### src/design/host_csr_regs.svh
`ifndef HOST_CSR_REGS_SVH
`define HOST_CSR_REGS_SVH
// ------------------------------------------------------------
// offsets (byte addresses, one aligned doubleword each)
// ------------------------------------------------------------
`define OFF_RX_STATUS_POP 8'h40
`define OFF_RX_STATUS_PEEK 8'h44
`define OFF_TX_STATUS_POP 8'h48
`define OFF_TX_STATUS_PEEK 8'h4c
`define OFF_CHIP_IDENTITY 8'h50
`define OFF_INTERRUPT_CONFIG 8'h54
`define OFF_INTERRUPT_STATUS 8'h58
`define OFF_INTERRUPT_ENABLE 8'h5c
`define OFF_RESERVED_A 8'h60
`define OFF_BYTE_ORDER_PROBE 8'h64
`define OFF_QUEUE_LEVEL_IRQ 8'h68
`define OFF_RECEIVE_CONFIG 8'h6c
`define OFF_TRANSMIT_CONFIG 8'h70
`define OFF_HARDWARE_CONFIG 8'h74
`define OFF_RECEIVE_PATH_CONTROL 8'h78
`define OFF_RECEIVE_QUEUE_INFO 8'h7c
`define OFF_TRANSMIT_QUEUE_INFO 8'h80
`define OFF_POWER_MGMT_CONTROL 8'h84
`define OFF_GENERAL_IO_CONFIG 8'h88
`define OFF_TIMER_CONFIG 8'h8c
`define OFF_TIMER_COUNT 8'h90
`define OFF_RESERVED_B 8'h94
`define OFF_HALFWORD_SWAP 8'h98
`define OFF_FREE_RUNNING_COUNTER 8'h9c
`define OFF_DROPPED_FRAME_COUNTER 8'ha0
`define OFF_MAC_INDIRECT_COMMAND 8'ha4
`define OFF_MAC_INDIRECT_DATA 8'ha8
`define OFF_AUTO_FLOW_CONTROL_CONFIG 8'hac
`define OFF_SERIAL_ROM_COMMAND 8'hb0
`define OFF_SERIAL_ROM_DATA 8'hb4
// ------------------------------------------------------------
// reset values and constants
// ------------------------------------------------------------
`define RST_ZERO 32'h00000000
`define RST_QUEUE_LEVEL_IRQ 32'h48000000
`define RST_HARDWARE_CONFIG 32'h00000800
`define RST_TX_QUEUE_FREE 16'h1200
`define RST_TIMER_CONFIG 32'h0000ffff
`define RST_TIMER_COUNT 32'h0000ffff
`define BYTE_ORDER_VALUE 32'h87654321
// ------------------------------------------------------------
// field positions
// ------------------------------------------------------------
`define BIT_SOFT_RESET 0
`define FLD_TXQ_LIMIT_HI 19
`define FLD_TXQ_LIMIT_LO 16
`define BIT_TIMER_ENABLE 29
`define BIT_MAC_BUSY 31
`define BIT_MAC_READ 30
`define BIT_SOFT_IRQ 31
// ------------------------------------------------------------
// timing
// ------------------------------------------------------------
`define CLK_PERIOD_NS 40
`define TICK_NS 1000
`define TICK_CYCLES (`TICK_NS / `CLK_PERIOD_NS)
`endif

### src/design/host_csr_pkg.sv
package host_csr_pkg;
  typedef logic [31:0] word_t;
  typedef logic [15:0] half_t;
  typedef logic [4:0] qcount_t;
  typedef enum logic {MAC_IDLE, MAC_WAIT} mac_state_e;
endpackage : host_csr_pkg

### src/design/host_csr.sv
`timescale 1ns/1ps
`default_nettype none
`include "host_csr_regs.svh"

// ------------------------------------------------------------
// sixteen-entry queue with a soft capacity limit
// ------------------------------------------------------------
module word_queue (
  input wire logic mclk,
  input wire logic rst,
  input wire logic push,
  input wire logic [31:0] din,
  input wire logic pop,
  input wire logic [4:0] lim,
  output logic [31:0] head,
  output logic not_full_q,
  output logic not_empty_q,
  output logic [4:0] count_q
);
  logic [31:0] mem [16];
  logic [3:0] wr_ptr_q;
  logic [3:0] rd_ptr_q;
  logic do_push;
  logic do_pop;
  logic [4:0] count_d;

  // push refused when full, pop refused when empty
  assign do_push = push && not_full_q;
  assign do_pop = pop && not_empty_q;
  assign head = mem[rd_ptr_q];
  assign count_d = count_q + {4'h0, do_push} - {4'h0, do_pop};

  // storage has no reset: only pointers, count and flags are reset
  always_ff @(posedge mclk) begin
    if (do_push) begin
      mem[wr_ptr_q] <= din;
    end
  end

  // pointers, fill count and registered flags
  always_ff @(posedge mclk) begin
    if (rst) begin
      wr_ptr_q <= 4'h0;
      rd_ptr_q <= 4'h0;
      count_q <= 5'h00;
      not_full_q <= 1'b1;
      not_empty_q <= 1'b0;
    end else begin
      wr_ptr_q <= wr_ptr_q + {3'h0, do_push};
      rd_ptr_q <= rd_ptr_q + {3'h0, do_pop};
      count_q <= count_d;
      not_full_q <= count_d < lim;
      not_empty_q <= count_d != 5'h00;
    end
  end
endmodule : word_queue

module host_csr
  import host_csr_pkg::*;
#(
  parameter half_t CHIP_CODE = 16'h0a5c, // arbitrary value
  parameter half_t CHIP_REV = 16'h0001 // arbitrary value
) (
  input wire logic mclk,
  input wire logic resetn,
  input wire logic [7:0] host_addr,
  input wire logic host_rd,
  input wire logic host_wr,
  input wire logic [15:0] host_wdata,
  output logic [15:0] host_rdata,
  output logic host_rvalid,
  input wire logic rx_status_push,
  input wire logic [31:0] rx_status_word,
  output logic rx_status_ready,
  input wire logic rx_data_push,
  input wire logic [31:0] rx_data_word,
  output logic rx_data_ready,
  input wire logic tx_status_push,
  input wire logic [31:0] tx_status_word,
  output logic tx_status_ready,
  output logic tx_data_avail,
  input wire logic tx_data_take,
  output logic [31:0] tx_data_out,
  output logic tx_data_strobe,
  input wire logic rx_drop_event,
  output logic mac_req,
  output logic mac_write,
  output logic [7:0] mac_index,
  output logic [31:0] mac_wdata,
  input wire logic mac_ack,
  input wire logic [31:0] mac_rdata
);
  localparam word_t BYTE_ORDER = `BYTE_ORDER_VALUE;
  localparam int TICK_LAST = `TICK_CYCLES - 1;

  logic rst;
  logic soft_rst_q;
  logic [7:0] waddr;
  logic hi_half, rd_lo, rd_hi, wr_commit, is_data_port;
  word_t wword, rd_mux, rd_word_q;
  half_t wr_lo_q, host_rdata_q;
  logic host_rvalid_q;
  word_t irq_cfg_q, irq_sts_q, irq_en_q, ql_irq_q, rx_cfg_q, tx_cfg_q;
  word_t hardware_config_q, rx_path_q, pm_ctl_q, gpio_q, tmr_cfg_q, swap_q;
  word_t afc_q, rom_cmd_q, rom_data_q, tmr_cnt_q, free_q, drop_q;
  word_t mac_cmd_q, mac_data_q, tx_out_q;
  logic [4:0] tick_q;
  logic tick;
  mac_state_e mac_st_q;
  logic mac_req_q, mac_write_q, tx_strobe_q;
  logic [7:0] mac_index_q;
  word_t mac_wdata_q;
  word_t rxs_head, rxd_head, txs_head, txd_head;
  logic rxs_ne, rxd_ne, txs_ne, txd_ne;
  qcount_t rxs_cnt, rxd_cnt, txs_cnt, txd_cnt, tx_lim, rx_lim;
  logic rxs_pop, rxd_pop, txs_pop, txd_push, drop_clr;
  half_t tx_free;

  // ----------------------------------------------------------
  // reset and half-word pairing
  // ----------------------------------------------------------
  // software reset is a one-cycle pulse folded into the system reset
  assign rst = !resetn || soft_rst_q;
  assign hi_half = host_addr[1];
  assign waddr = {host_addr[7:2], 2'b00};
  assign rd_lo = host_rd && !hi_half;
  assign rd_hi = host_rd && hi_half; // side effects fire on second half
  assign wr_commit = host_wr && hi_half;
  assign wword = {host_wdata, wr_lo_q};
  assign is_data_port = waddr[7:6] == 2'b00;

  // only resetn clears this, else the pulse would cut itself short
  always_ff @(posedge mclk) begin
    if (!resetn) begin
      soft_rst_q <= 1'b0;
    end else begin
      soft_rst_q <= wr_commit && waddr == `OFF_HARDWARE_CONFIG &&
                    wword[`BIT_SOFT_RESET];
    end
  end

  // low half of a write waits here until the high half commits
  always_ff @(posedge mclk) begin
    if (rst) begin
      wr_lo_q <= 16'h0000;
    end else if (host_wr && !hi_half) begin
      wr_lo_q <= host_wdata;
    end
  end

  // ----------------------------------------------------------
  // queues
  // ----------------------------------------------------------
  // transmit share set by config; zero means the full sixteen
  assign tx_lim = (hardware_config_q[`FLD_TXQ_LIMIT_HI:`FLD_TXQ_LIMIT_LO] == 4'h0) ?
                  5'h10 : {1'b0, hardware_config_q[`FLD_TXQ_LIMIT_HI:`FLD_TXQ_LIMIT_LO]};
  assign rx_lim = 5'h11 - tx_lim;
  assign rxs_pop = rd_hi && waddr == `OFF_RX_STATUS_POP;
  assign rxd_pop = rd_hi && is_data_port;
  assign txs_pop = rd_hi && waddr == `OFF_TX_STATUS_POP;
  assign txd_push = wr_commit && is_data_port;

  // no host write path reaches the receive queues
  word_queue u_rx_status (.mclk(mclk), .rst(rst), .push(rx_status_push),
    .din(rx_status_word), .pop(rxs_pop), .lim(rx_lim), .head(rxs_head),
    .not_full_q(rx_status_ready), .not_empty_q(rxs_ne), .count_q(rxs_cnt));
  word_queue u_rx_data (.mclk(mclk), .rst(rst), .push(rx_data_push),
    .din(rx_data_word), .pop(rxd_pop), .lim(rx_lim), .head(rxd_head),
    .not_full_q(rx_data_ready), .not_empty_q(rxd_ne), .count_q(rxd_cnt));
  word_queue u_tx_status (.mclk(mclk), .rst(rst), .push(tx_status_push),
    .din(tx_status_word), .pop(txs_pop), .lim(5'h10), .head(txs_head),
    .not_full_q(tx_status_ready), .not_empty_q(txs_ne), .count_q(txs_cnt));
  word_queue u_tx_data (.mclk(mclk), .rst(rst), .push(txd_push),
    .din(wword), .pop(tx_data_take), .lim(tx_lim), .head(txd_head),
    .not_full_q(), .not_empty_q(txd_ne), .count_q(txd_cnt));
  assign tx_data_avail = txd_ne;

  // word handed to the core one cycle after it takes
  always_ff @(posedge mclk) begin
    if (rst) begin
      tx_out_q <= `RST_ZERO;
      tx_strobe_q <= 1'b0;
    end else begin
      tx_strobe_q <= tx_data_take && txd_ne;
      if (tx_data_take && txd_ne) begin
        tx_out_q <= txd_head;
      end
    end
  end

  // ----------------------------------------------------------
  // read path
  // ----------------------------------------------------------
  assign tx_free = `RST_TX_QUEUE_FREE - {9'h000, txd_cnt, 2'b00};

  // empty queues read as zero rather than stale memory
  always_comb begin
    rd_mux = `RST_ZERO;
    if (is_data_port) begin
      rd_mux = rxd_ne ? rxd_head : `RST_ZERO;
    end else begin
      case (waddr)
        `OFF_RX_STATUS_POP, `OFF_RX_STATUS_PEEK: begin
          rd_mux = rxs_ne ? rxs_head : `RST_ZERO;
        end
        `OFF_TX_STATUS_POP, `OFF_TX_STATUS_PEEK: begin
          rd_mux = txs_ne ? txs_head : `RST_ZERO;
        end
        `OFF_CHIP_IDENTITY: rd_mux = {CHIP_CODE, CHIP_REV};
        `OFF_INTERRUPT_CONFIG: rd_mux = irq_cfg_q;
        `OFF_INTERRUPT_STATUS: rd_mux = irq_sts_q;
        `OFF_INTERRUPT_ENABLE: rd_mux = irq_en_q;
        `OFF_BYTE_ORDER_PROBE: rd_mux = BYTE_ORDER;
        `OFF_QUEUE_LEVEL_IRQ: rd_mux = ql_irq_q;
        `OFF_RECEIVE_CONFIG: rd_mux = rx_cfg_q;
        `OFF_TRANSMIT_CONFIG: rd_mux = tx_cfg_q;
        `OFF_HARDWARE_CONFIG: rd_mux = hardware_config_q;
        `OFF_RECEIVE_PATH_CONTROL: rd_mux = rx_path_q;
        `OFF_RECEIVE_QUEUE_INFO: rd_mux = {11'h000, rxs_cnt, 11'h000, rxd_cnt};
        `OFF_TRANSMIT_QUEUE_INFO: rd_mux = {11'h000, txs_cnt, tx_free};
        `OFF_POWER_MGMT_CONTROL: rd_mux = pm_ctl_q;
        `OFF_GENERAL_IO_CONFIG: rd_mux = gpio_q;
        `OFF_TIMER_CONFIG: rd_mux = tmr_cfg_q;
        `OFF_TIMER_COUNT: rd_mux = tmr_cnt_q;
        `OFF_HALFWORD_SWAP: rd_mux = swap_q;
        `OFF_FREE_RUNNING_COUNTER: rd_mux = free_q;
        `OFF_DROPPED_FRAME_COUNTER: rd_mux = drop_q;
        `OFF_MAC_INDIRECT_COMMAND: rd_mux = mac_cmd_q;
        `OFF_MAC_INDIRECT_DATA: rd_mux = mac_data_q;
        `OFF_AUTO_FLOW_CONTROL_CONFIG: rd_mux = afc_q;
        `OFF_SERIAL_ROM_COMMAND: rd_mux = rom_cmd_q;
        `OFF_SERIAL_ROM_DATA: rd_mux = rom_data_q;
        default: rd_mux = `RST_ZERO;
      endcase
    end
  end

  // low half snapshots the whole word so both halves are coherent
  always_ff @(posedge mclk) begin
    if (rst) begin
      rd_word_q <= `RST_ZERO;
      host_rdata_q <= 16'h0000;
      host_rvalid_q <= 1'b0;
    end else begin
      host_rvalid_q <= host_rd;
      if (rd_lo) begin
        rd_word_q <= rd_mux;
        host_rdata_q <= rd_mux[15:0];
      end else if (rd_hi) begin
        host_rdata_q <= rd_word_q[31:16];
      end
    end
  end
  assign host_rdata = host_rdata_q;
  assign host_rvalid = host_rvalid_q;

  // ----------------------------------------------------------
  // writable registers
  // ----------------------------------------------------------
  // unlisted offsets fall through: reserved writes vanish
  always_ff @(posedge mclk) begin
    if (rst) begin
      irq_cfg_q <= `RST_ZERO;
      irq_en_q <= `RST_ZERO;
      ql_irq_q <= `RST_QUEUE_LEVEL_IRQ;
      rx_cfg_q <= `RST_ZERO;
      tx_cfg_q <= `RST_ZERO;
      hardware_config_q <= `RST_HARDWARE_CONFIG;
      rx_path_q <= `RST_ZERO;
      pm_ctl_q <= `RST_ZERO;
      gpio_q <= `RST_ZERO;
      tmr_cfg_q <= `RST_TIMER_CONFIG;
      swap_q <= `RST_ZERO;
      afc_q <= `RST_ZERO;
      rom_cmd_q <= `RST_ZERO;
      rom_data_q <= `RST_ZERO;
    end else if (wr_commit) begin
      case (waddr)
        `OFF_INTERRUPT_CONFIG: irq_cfg_q <= wword;
        `OFF_INTERRUPT_ENABLE: irq_en_q <= wword;
        `OFF_QUEUE_LEVEL_IRQ: ql_irq_q <= wword;
        `OFF_RECEIVE_CONFIG: rx_cfg_q <= wword;
        `OFF_TRANSMIT_CONFIG: tx_cfg_q <= wword;
        `OFF_HARDWARE_CONFIG: hardware_config_q <= {wword[31:1], 1'b0};
        `OFF_RECEIVE_PATH_CONTROL: rx_path_q <= wword;
        `OFF_POWER_MGMT_CONTROL: pm_ctl_q <= wword;
        `OFF_GENERAL_IO_CONFIG: gpio_q <= wword;
        `OFF_TIMER_CONFIG: tmr_cfg_q <= wword;
        `OFF_HALFWORD_SWAP: swap_q <= wword;
        `OFF_AUTO_FLOW_CONTROL_CONFIG: afc_q <= wword;
        `OFF_SERIAL_ROM_COMMAND: rom_cmd_q <= wword;
        `OFF_SERIAL_ROM_DATA: rom_data_q <= wword;
        default: ;
      endcase
    end
  end

  // software interrupt: enable bit sets it, write-one clears; set wins
  always_ff @(posedge mclk) begin
    if (rst) begin
      irq_sts_q <= `RST_ZERO;
    end else if (irq_en_q[`BIT_SOFT_IRQ]) begin
      irq_sts_q <= irq_sts_q | (32'h1 << `BIT_SOFT_IRQ);
    end else if (wr_commit && waddr == `OFF_INTERRUPT_STATUS) begin
      irq_sts_q <= irq_sts_q & ~wword;
    end
  end

  // ----------------------------------------------------------
  // counters and timer
  // ----------------------------------------------------------
  // microsecond enable keeps the timer on the single clock
  assign tick = tick_q == TICK_LAST[4:0];
  assign drop_clr = rd_hi && waddr == `OFF_DROPPED_FRAME_COUNTER;

  always_ff @(posedge mclk) begin
    if (rst) begin
      tick_q <= 5'h00;
      free_q <= `RST_ZERO;
    end else begin
      tick_q <= tick ? 5'h00 : tick_q + 5'h01;
      free_q <= free_q + 32'h1;
    end
  end

  // writing the config reloads the count at once
  always_ff @(posedge mclk) begin
    if (rst) begin
      tmr_cnt_q <= `RST_TIMER_COUNT;
    end else if (wr_commit && waddr == `OFF_TIMER_CONFIG) begin
      tmr_cnt_q <= {16'h0000, wword[15:0]};
    end else if (tick && tmr_cfg_q[`BIT_TIMER_ENABLE]) begin
      tmr_cnt_q <= (tmr_cnt_q == `RST_ZERO) ? {16'h0000, tmr_cfg_q[15:0]} :
                   tmr_cnt_q - 32'h1;
    end
  end

  // clear on read; a drop in the same cycle survives as one
  always_ff @(posedge mclk) begin
    if (rst) begin
      drop_q <= `RST_ZERO;
    end else if (rx_drop_event) begin
      drop_q <= drop_clr ? 32'h1 : drop_q + 32'h1;
    end else if (drop_clr) begin
      drop_q <= `RST_ZERO;
    end
  end

  // ----------------------------------------------------------
  // indirect mac access
  // ----------------------------------------------------------
  // busy bit holds while the mac side is working; commands written meanwhile are dropped
  always_ff @(posedge mclk) begin
    if (rst) begin
      mac_st_q <= MAC_IDLE;
      mac_cmd_q <= `RST_ZERO;
      mac_data_q <= `RST_ZERO;
      mac_req_q <= 1'b0;
      mac_write_q <= 1'b0;
      mac_index_q <= 8'h00;
      mac_wdata_q <= `RST_ZERO;
    end else begin
      mac_req_q <= 1'b0;
      case (mac_st_q)
        MAC_IDLE: begin
          if (wr_commit && waddr == `OFF_MAC_INDIRECT_DATA) begin
            mac_data_q <= wword;
          end
          if (wr_commit && waddr == `OFF_MAC_INDIRECT_COMMAND) begin
            mac_cmd_q <= wword;
            if (wword[`BIT_MAC_BUSY]) begin
              mac_req_q <= 1'b1;
              mac_write_q <= !wword[`BIT_MAC_READ];
              mac_index_q <= wword[7:0];
              mac_wdata_q <= mac_data_q;
              mac_st_q <= MAC_WAIT;
            end
          end
        end
        MAC_WAIT: begin
          if (mac_ack) begin
            mac_cmd_q[`BIT_MAC_BUSY] <= 1'b0;
            if (!mac_write_q) begin
              mac_data_q <= mac_rdata;
            end
            mac_st_q <= MAC_IDLE;
          end
        end
        default: mac_st_q <= MAC_IDLE;
      endcase
    end
  end
  assign mac_req = mac_req_q;
  assign mac_write = mac_write_q;
  assign mac_index = mac_index_q;
  assign mac_wdata = mac_wdata_q;
  assign tx_data_out = tx_out_q;
  assign tx_data_strobe = tx_strobe_q;
endmodule : host_csr
`default_nettype wire

### config.mk
export PLATFORM = sky130hd
export DESIGN_NAME = host_csr
export DESIGN_NICKNAME = d
export VERILOG_FILES = /design/src/design/host_csr_pkg.sv /design/src/design/host_csr.sv
export VERILOG_INCLUDE_DIRS = /design/src /design/src/design
export SDC_FILE = /design/constraint.sdc
export NUM_CORES = 2
export LEC_CHECK = 0
export BUFFER_PORTS_ARGS = -buffer_cell sky130_fd_sc_hd__buf_4
export CAP_MARGIN = 10
export CORE_ASPECT_RATIO = 1.25
export CORE_MARGIN = 1.5
export CORE_UTILIZATION = 45
export CTS_CLUSTER_DIAMETER = 150
export DETAILED_ROUTE_END_ITERATION = 10
export GPL_TIMING_DRIVEN = 1
export PLACE_DENSITY_LB_ADDON = 0.2
export SLEW_MARGIN = 20
export SYNTH_ARGS = -nofsm -noshare
export SYNTH_HDL_FRONTEND = slang
export SYNTH_SLANG_ARGS = --single-unit
### constraint.sdc
create_clock -name mclk -period 11.4 [get_ports mclk]
set_input_delay 1.71 -clock mclk [delete_from_list [all_inputs] [get_ports mclk]]
set_output_delay 1.71 -clock mclk [all_outputs]
set_load 0.03 [all_outputs]
==> out/results.tsv <==
stage	metric	value	unit
clock_tree	insertion_delay	0.91	ns
critical_path	critical_path.max_fanout	12	
clock_tree	cts_max_level	5	
critical_path	r2r_cells	9	
critical_path	timing.critical_path.from_type	input port	
synthesis	syn_inst	7626	
critical_path	r2r_slack	6.67	ns
clock_tree	clockBufferDepth	4	
global_route	grt_pass1_wl	486000	um
die	die_width	451	um
synthesis	synth.top_cell.area_share	0.545	
global_route	grt_max_degree	210	
sta	setup_violations	0	
clock_tree	post_cts_buffers	0	
synthesis	synthXorXnorAreaFrac	0.00815	
clock_tree	cts.reportedPaths.clkPinSlew	0.06	ns
routing	num_vias	68800	
critical_path	crit_path_end_kind	flip-flop	
min_path	whs_endpoint	irq_sts_q[16]	
sta	finalCritPeriodShare	0.460	
sta	worstMarginPinSlew	1.24	ns
synthesis	synth.largest_area_cell	edfxtp_1	
routing	drcViolationCount	0	
min_path	hold_start	irq_sts_q[16]	
die	start_util	0.453	
routing	viasPerCell	6.07	
global_route	gr-total-overflow	0	
synthesis	synth_compound_area_frac	0.0673	
clock_tree	cts_hold_buffers	0	
sta	slew_violations	0	
pwr	p_leak	40.2	nW
synthesis	synth-async-reset-ratio	0	
sta	max_freq	191	MHz
synthesis	netlist_area	113000	sq um
cells_and_area	final_cell_mix	edfxtp_1, nand2_1, dfxtp_1	
routing	drtIter0Drc	8518	
outcome	status	finished clean	
global_route	grt_usage	0.265	
synthesis	yosys.area_share.simple	0.0762	
pwr	ir_drop	142	uV
placement	gp_congestion	0.939	
synthesis	synth-edff-count	2048	
sta	fin_crit	5.25	ns
placement	place_inst	10800	
die	coreArea	249000	sq um
synthesis	ys_types	69	
routing	firstDrtPassIters	9	
min_path	hold_path_class	reg2reg	
global_route	antenna_found_initial	39	
critical_path	critPathRequiredTime	12.10	ns
die	die_area	254000	sq um
synthesis	synth_top_family_by_area	multiplexers	
critical_path	r2r-start	u_rx_status.rd_ptr_q[0]	
synthesis	ys_warn_count	0	
clock_tree	cts_tree	built	
sta	finalSetupTns	0	ns
synthesis	ys.flop_type	edfxtp_1	
clock_tree	cts_resized	0	
cells_and_area	nets	8019	
cells_and_area	area_growth_syn_to_layout	13.6	%
placement	dp_hpwl	203000	um
clock_tree	clockRootBuffer	clkbuf_16	
pwr	power.total	22.8	mW
critical_path	critical_path_class	in2reg	
routing	routedWlPerCell	30.1	um
sta	rsz0062_at_grt	no	
routing	ant_nets	0	
die	die_height	563	um
flow_run	maxCapViolations	0	
synthesis	syn_nets	7849	
cells_and_area	stdcell_count	11300	
critical_path	cp.arrival	5.94	ns
sta	slew_headroom	0.170	
sta	finClkSkew	0.0808	ns
synthesis	yosysSeqAreaShare	0.692	
critical_path	r2r-end	rd_word_q[31]	
clock_tree	cts-buffers-inserted	295	
synthesis	yosys-top-cells-area	edfxtp_1, dfxtp_1, mux4_2	
global_route	grt_pass1_vias	67700	
cells_and_area	final_common_cell	edfxtp_1	
synthesis	synth_fa_ha_area_frac	0.00703	
critical_path	cp-startpoint	host_addr[6]	
die	rows	205	
die	io_pins	258	
synthesis	synth.avg_cell_area	14.8	sq um
sta	finalHoldViolCount	0	
routing	wl	342000	um
pwr	power_density	178	nW/um^2
cells_and_area	drive_gt1_frac	0.197	
min_path	hold_depth	2	
clock_tree	cts_sinks	2878	
placement	portBuffers	256	
synthesis	synth_mux_area_frac	0.127	
synthesis	ys_ff_latch	2878	
[logic make-up after synthesis]
| kind of cell | after synthesis |
|---|---|
| xor+xnor | 105 |
| compound gates | 1255 |
| mux | 692 |
| flops | 2878 |
| simple gates | 2000 |
| buf+inv | 635 |
| fa+ha+maj | 61 |
[power breakdown]
group	switching, mW	total (mW)	internal (mW)	leakage, nW
Clock	4.07	9.61	5.54	4.65
Sequential	0.150	11.6	11.4	25.3
Combinational	1.03	1.67	0.643	10.3
Total	5.24	22.8	17.6	40.2
[layer usage]
layer  wire length (um)  GRT usage  vias to the layer above
met5                464          0                        -
met4              19400      0.131                       54
met3              32600     0.0628                      900
met2             160000      0.422                     3439
met1             129000      0.340                    35200
li1                   -          -                    29300
[worst max path at each step]
stage / end
6_report: u_tx_status.not_empty_q
3_3_place_gp: u_tx_status.not_empty_q
2_1_floorplan: u_tx_data.mem[0][0]
4_1_cts: u_tx_status.not_empty_q
5_1_grt: u_tx_status.not_empty_q
3_5_place_dp: u_tx_status.not_empty_q
[area by class of cell]
| type | instances | area (sq um) |
|---|---|---|
| fillers | 20600 | 121000 |
| flip-flops and latches | 2878 | 78200 |
| multi-input cells | 4113 | 32800 |
| clock buffers | 384 | 8070 |
| well taps | 3312 | 4140 |
| repair buffers | 447 | 3390 |
| clock inverters | 143 | 1430 |
| inverters | 61 | 229 |
| diodes | 7 | 17.5 |
[worst max-delay path, cell delays in order]
cell     delay, ns
buf_4         0.17
nor2b_1       0.41
nand4_1       0.74
nor3_1        1.09
ha_1          0.39
inv_1         0.06
ha_1          0.16
inv_1         0.06
fa_1          0.42
inv_1         0.08
a21o_1        0.11
a21oi_1       0.07
xnor2_1       0.18
and4b_1       0.21
a21oi_1       0.06
[registers in the layout, summed over array words and instances (netlist names), 512 cells and up]
| register | flops |
|---|---|
| u_rx_status.mem | 512 |
| u_tx_status.mem | 512 |
| u_rx_data.mem | 512 |
| u_tx_data.mem | 512 |
[cells in the mapped netlist (12+ instances only)]
cell type and instances:
a211oi_1 58, a21oi_1 707, a221oi_1 23, a222oi_1 15, a22o_1 21, a22oi_1 284, and2_1 53, and3_1 37
buf_1 48, buf_2 69, clkbuf_1 451, dfxtp_1 830, edfxtp_1 2048, ha_1 57, inv_1 61, mux2i_1 93
mux4_2 590, nand2_1 1290, nand2b_1 28, nand3_1 82, nand3b_1 13, nand4_1 61, nor2_1 252, nor2b_1 21
nor3_1 58, nor4_1 24, o21ai_0 79, or3_1 29, or4_1 12, xnor2_1 54, xor2_1 51
[through the flow]
step / setup WS [ns] / util / cell area (sq um) / hold slack (ns)
after floorplan: 5.80 / - / 113000 / 0.412
after global placement: 5.44 / 0.476 / 119000 / 0.418
after detailed placement: 5.42 / 0.476 / 119000 / 0.422
after CTS: 6.31 / 0.514 / 128000 / 0.432
after global routing: 6.18 / 0.514 / 128000 / 0.451
final: 6.15 / 0.514 / 128000 / 0.434
No activity file was read; power rests on OpenSTA's default activity.
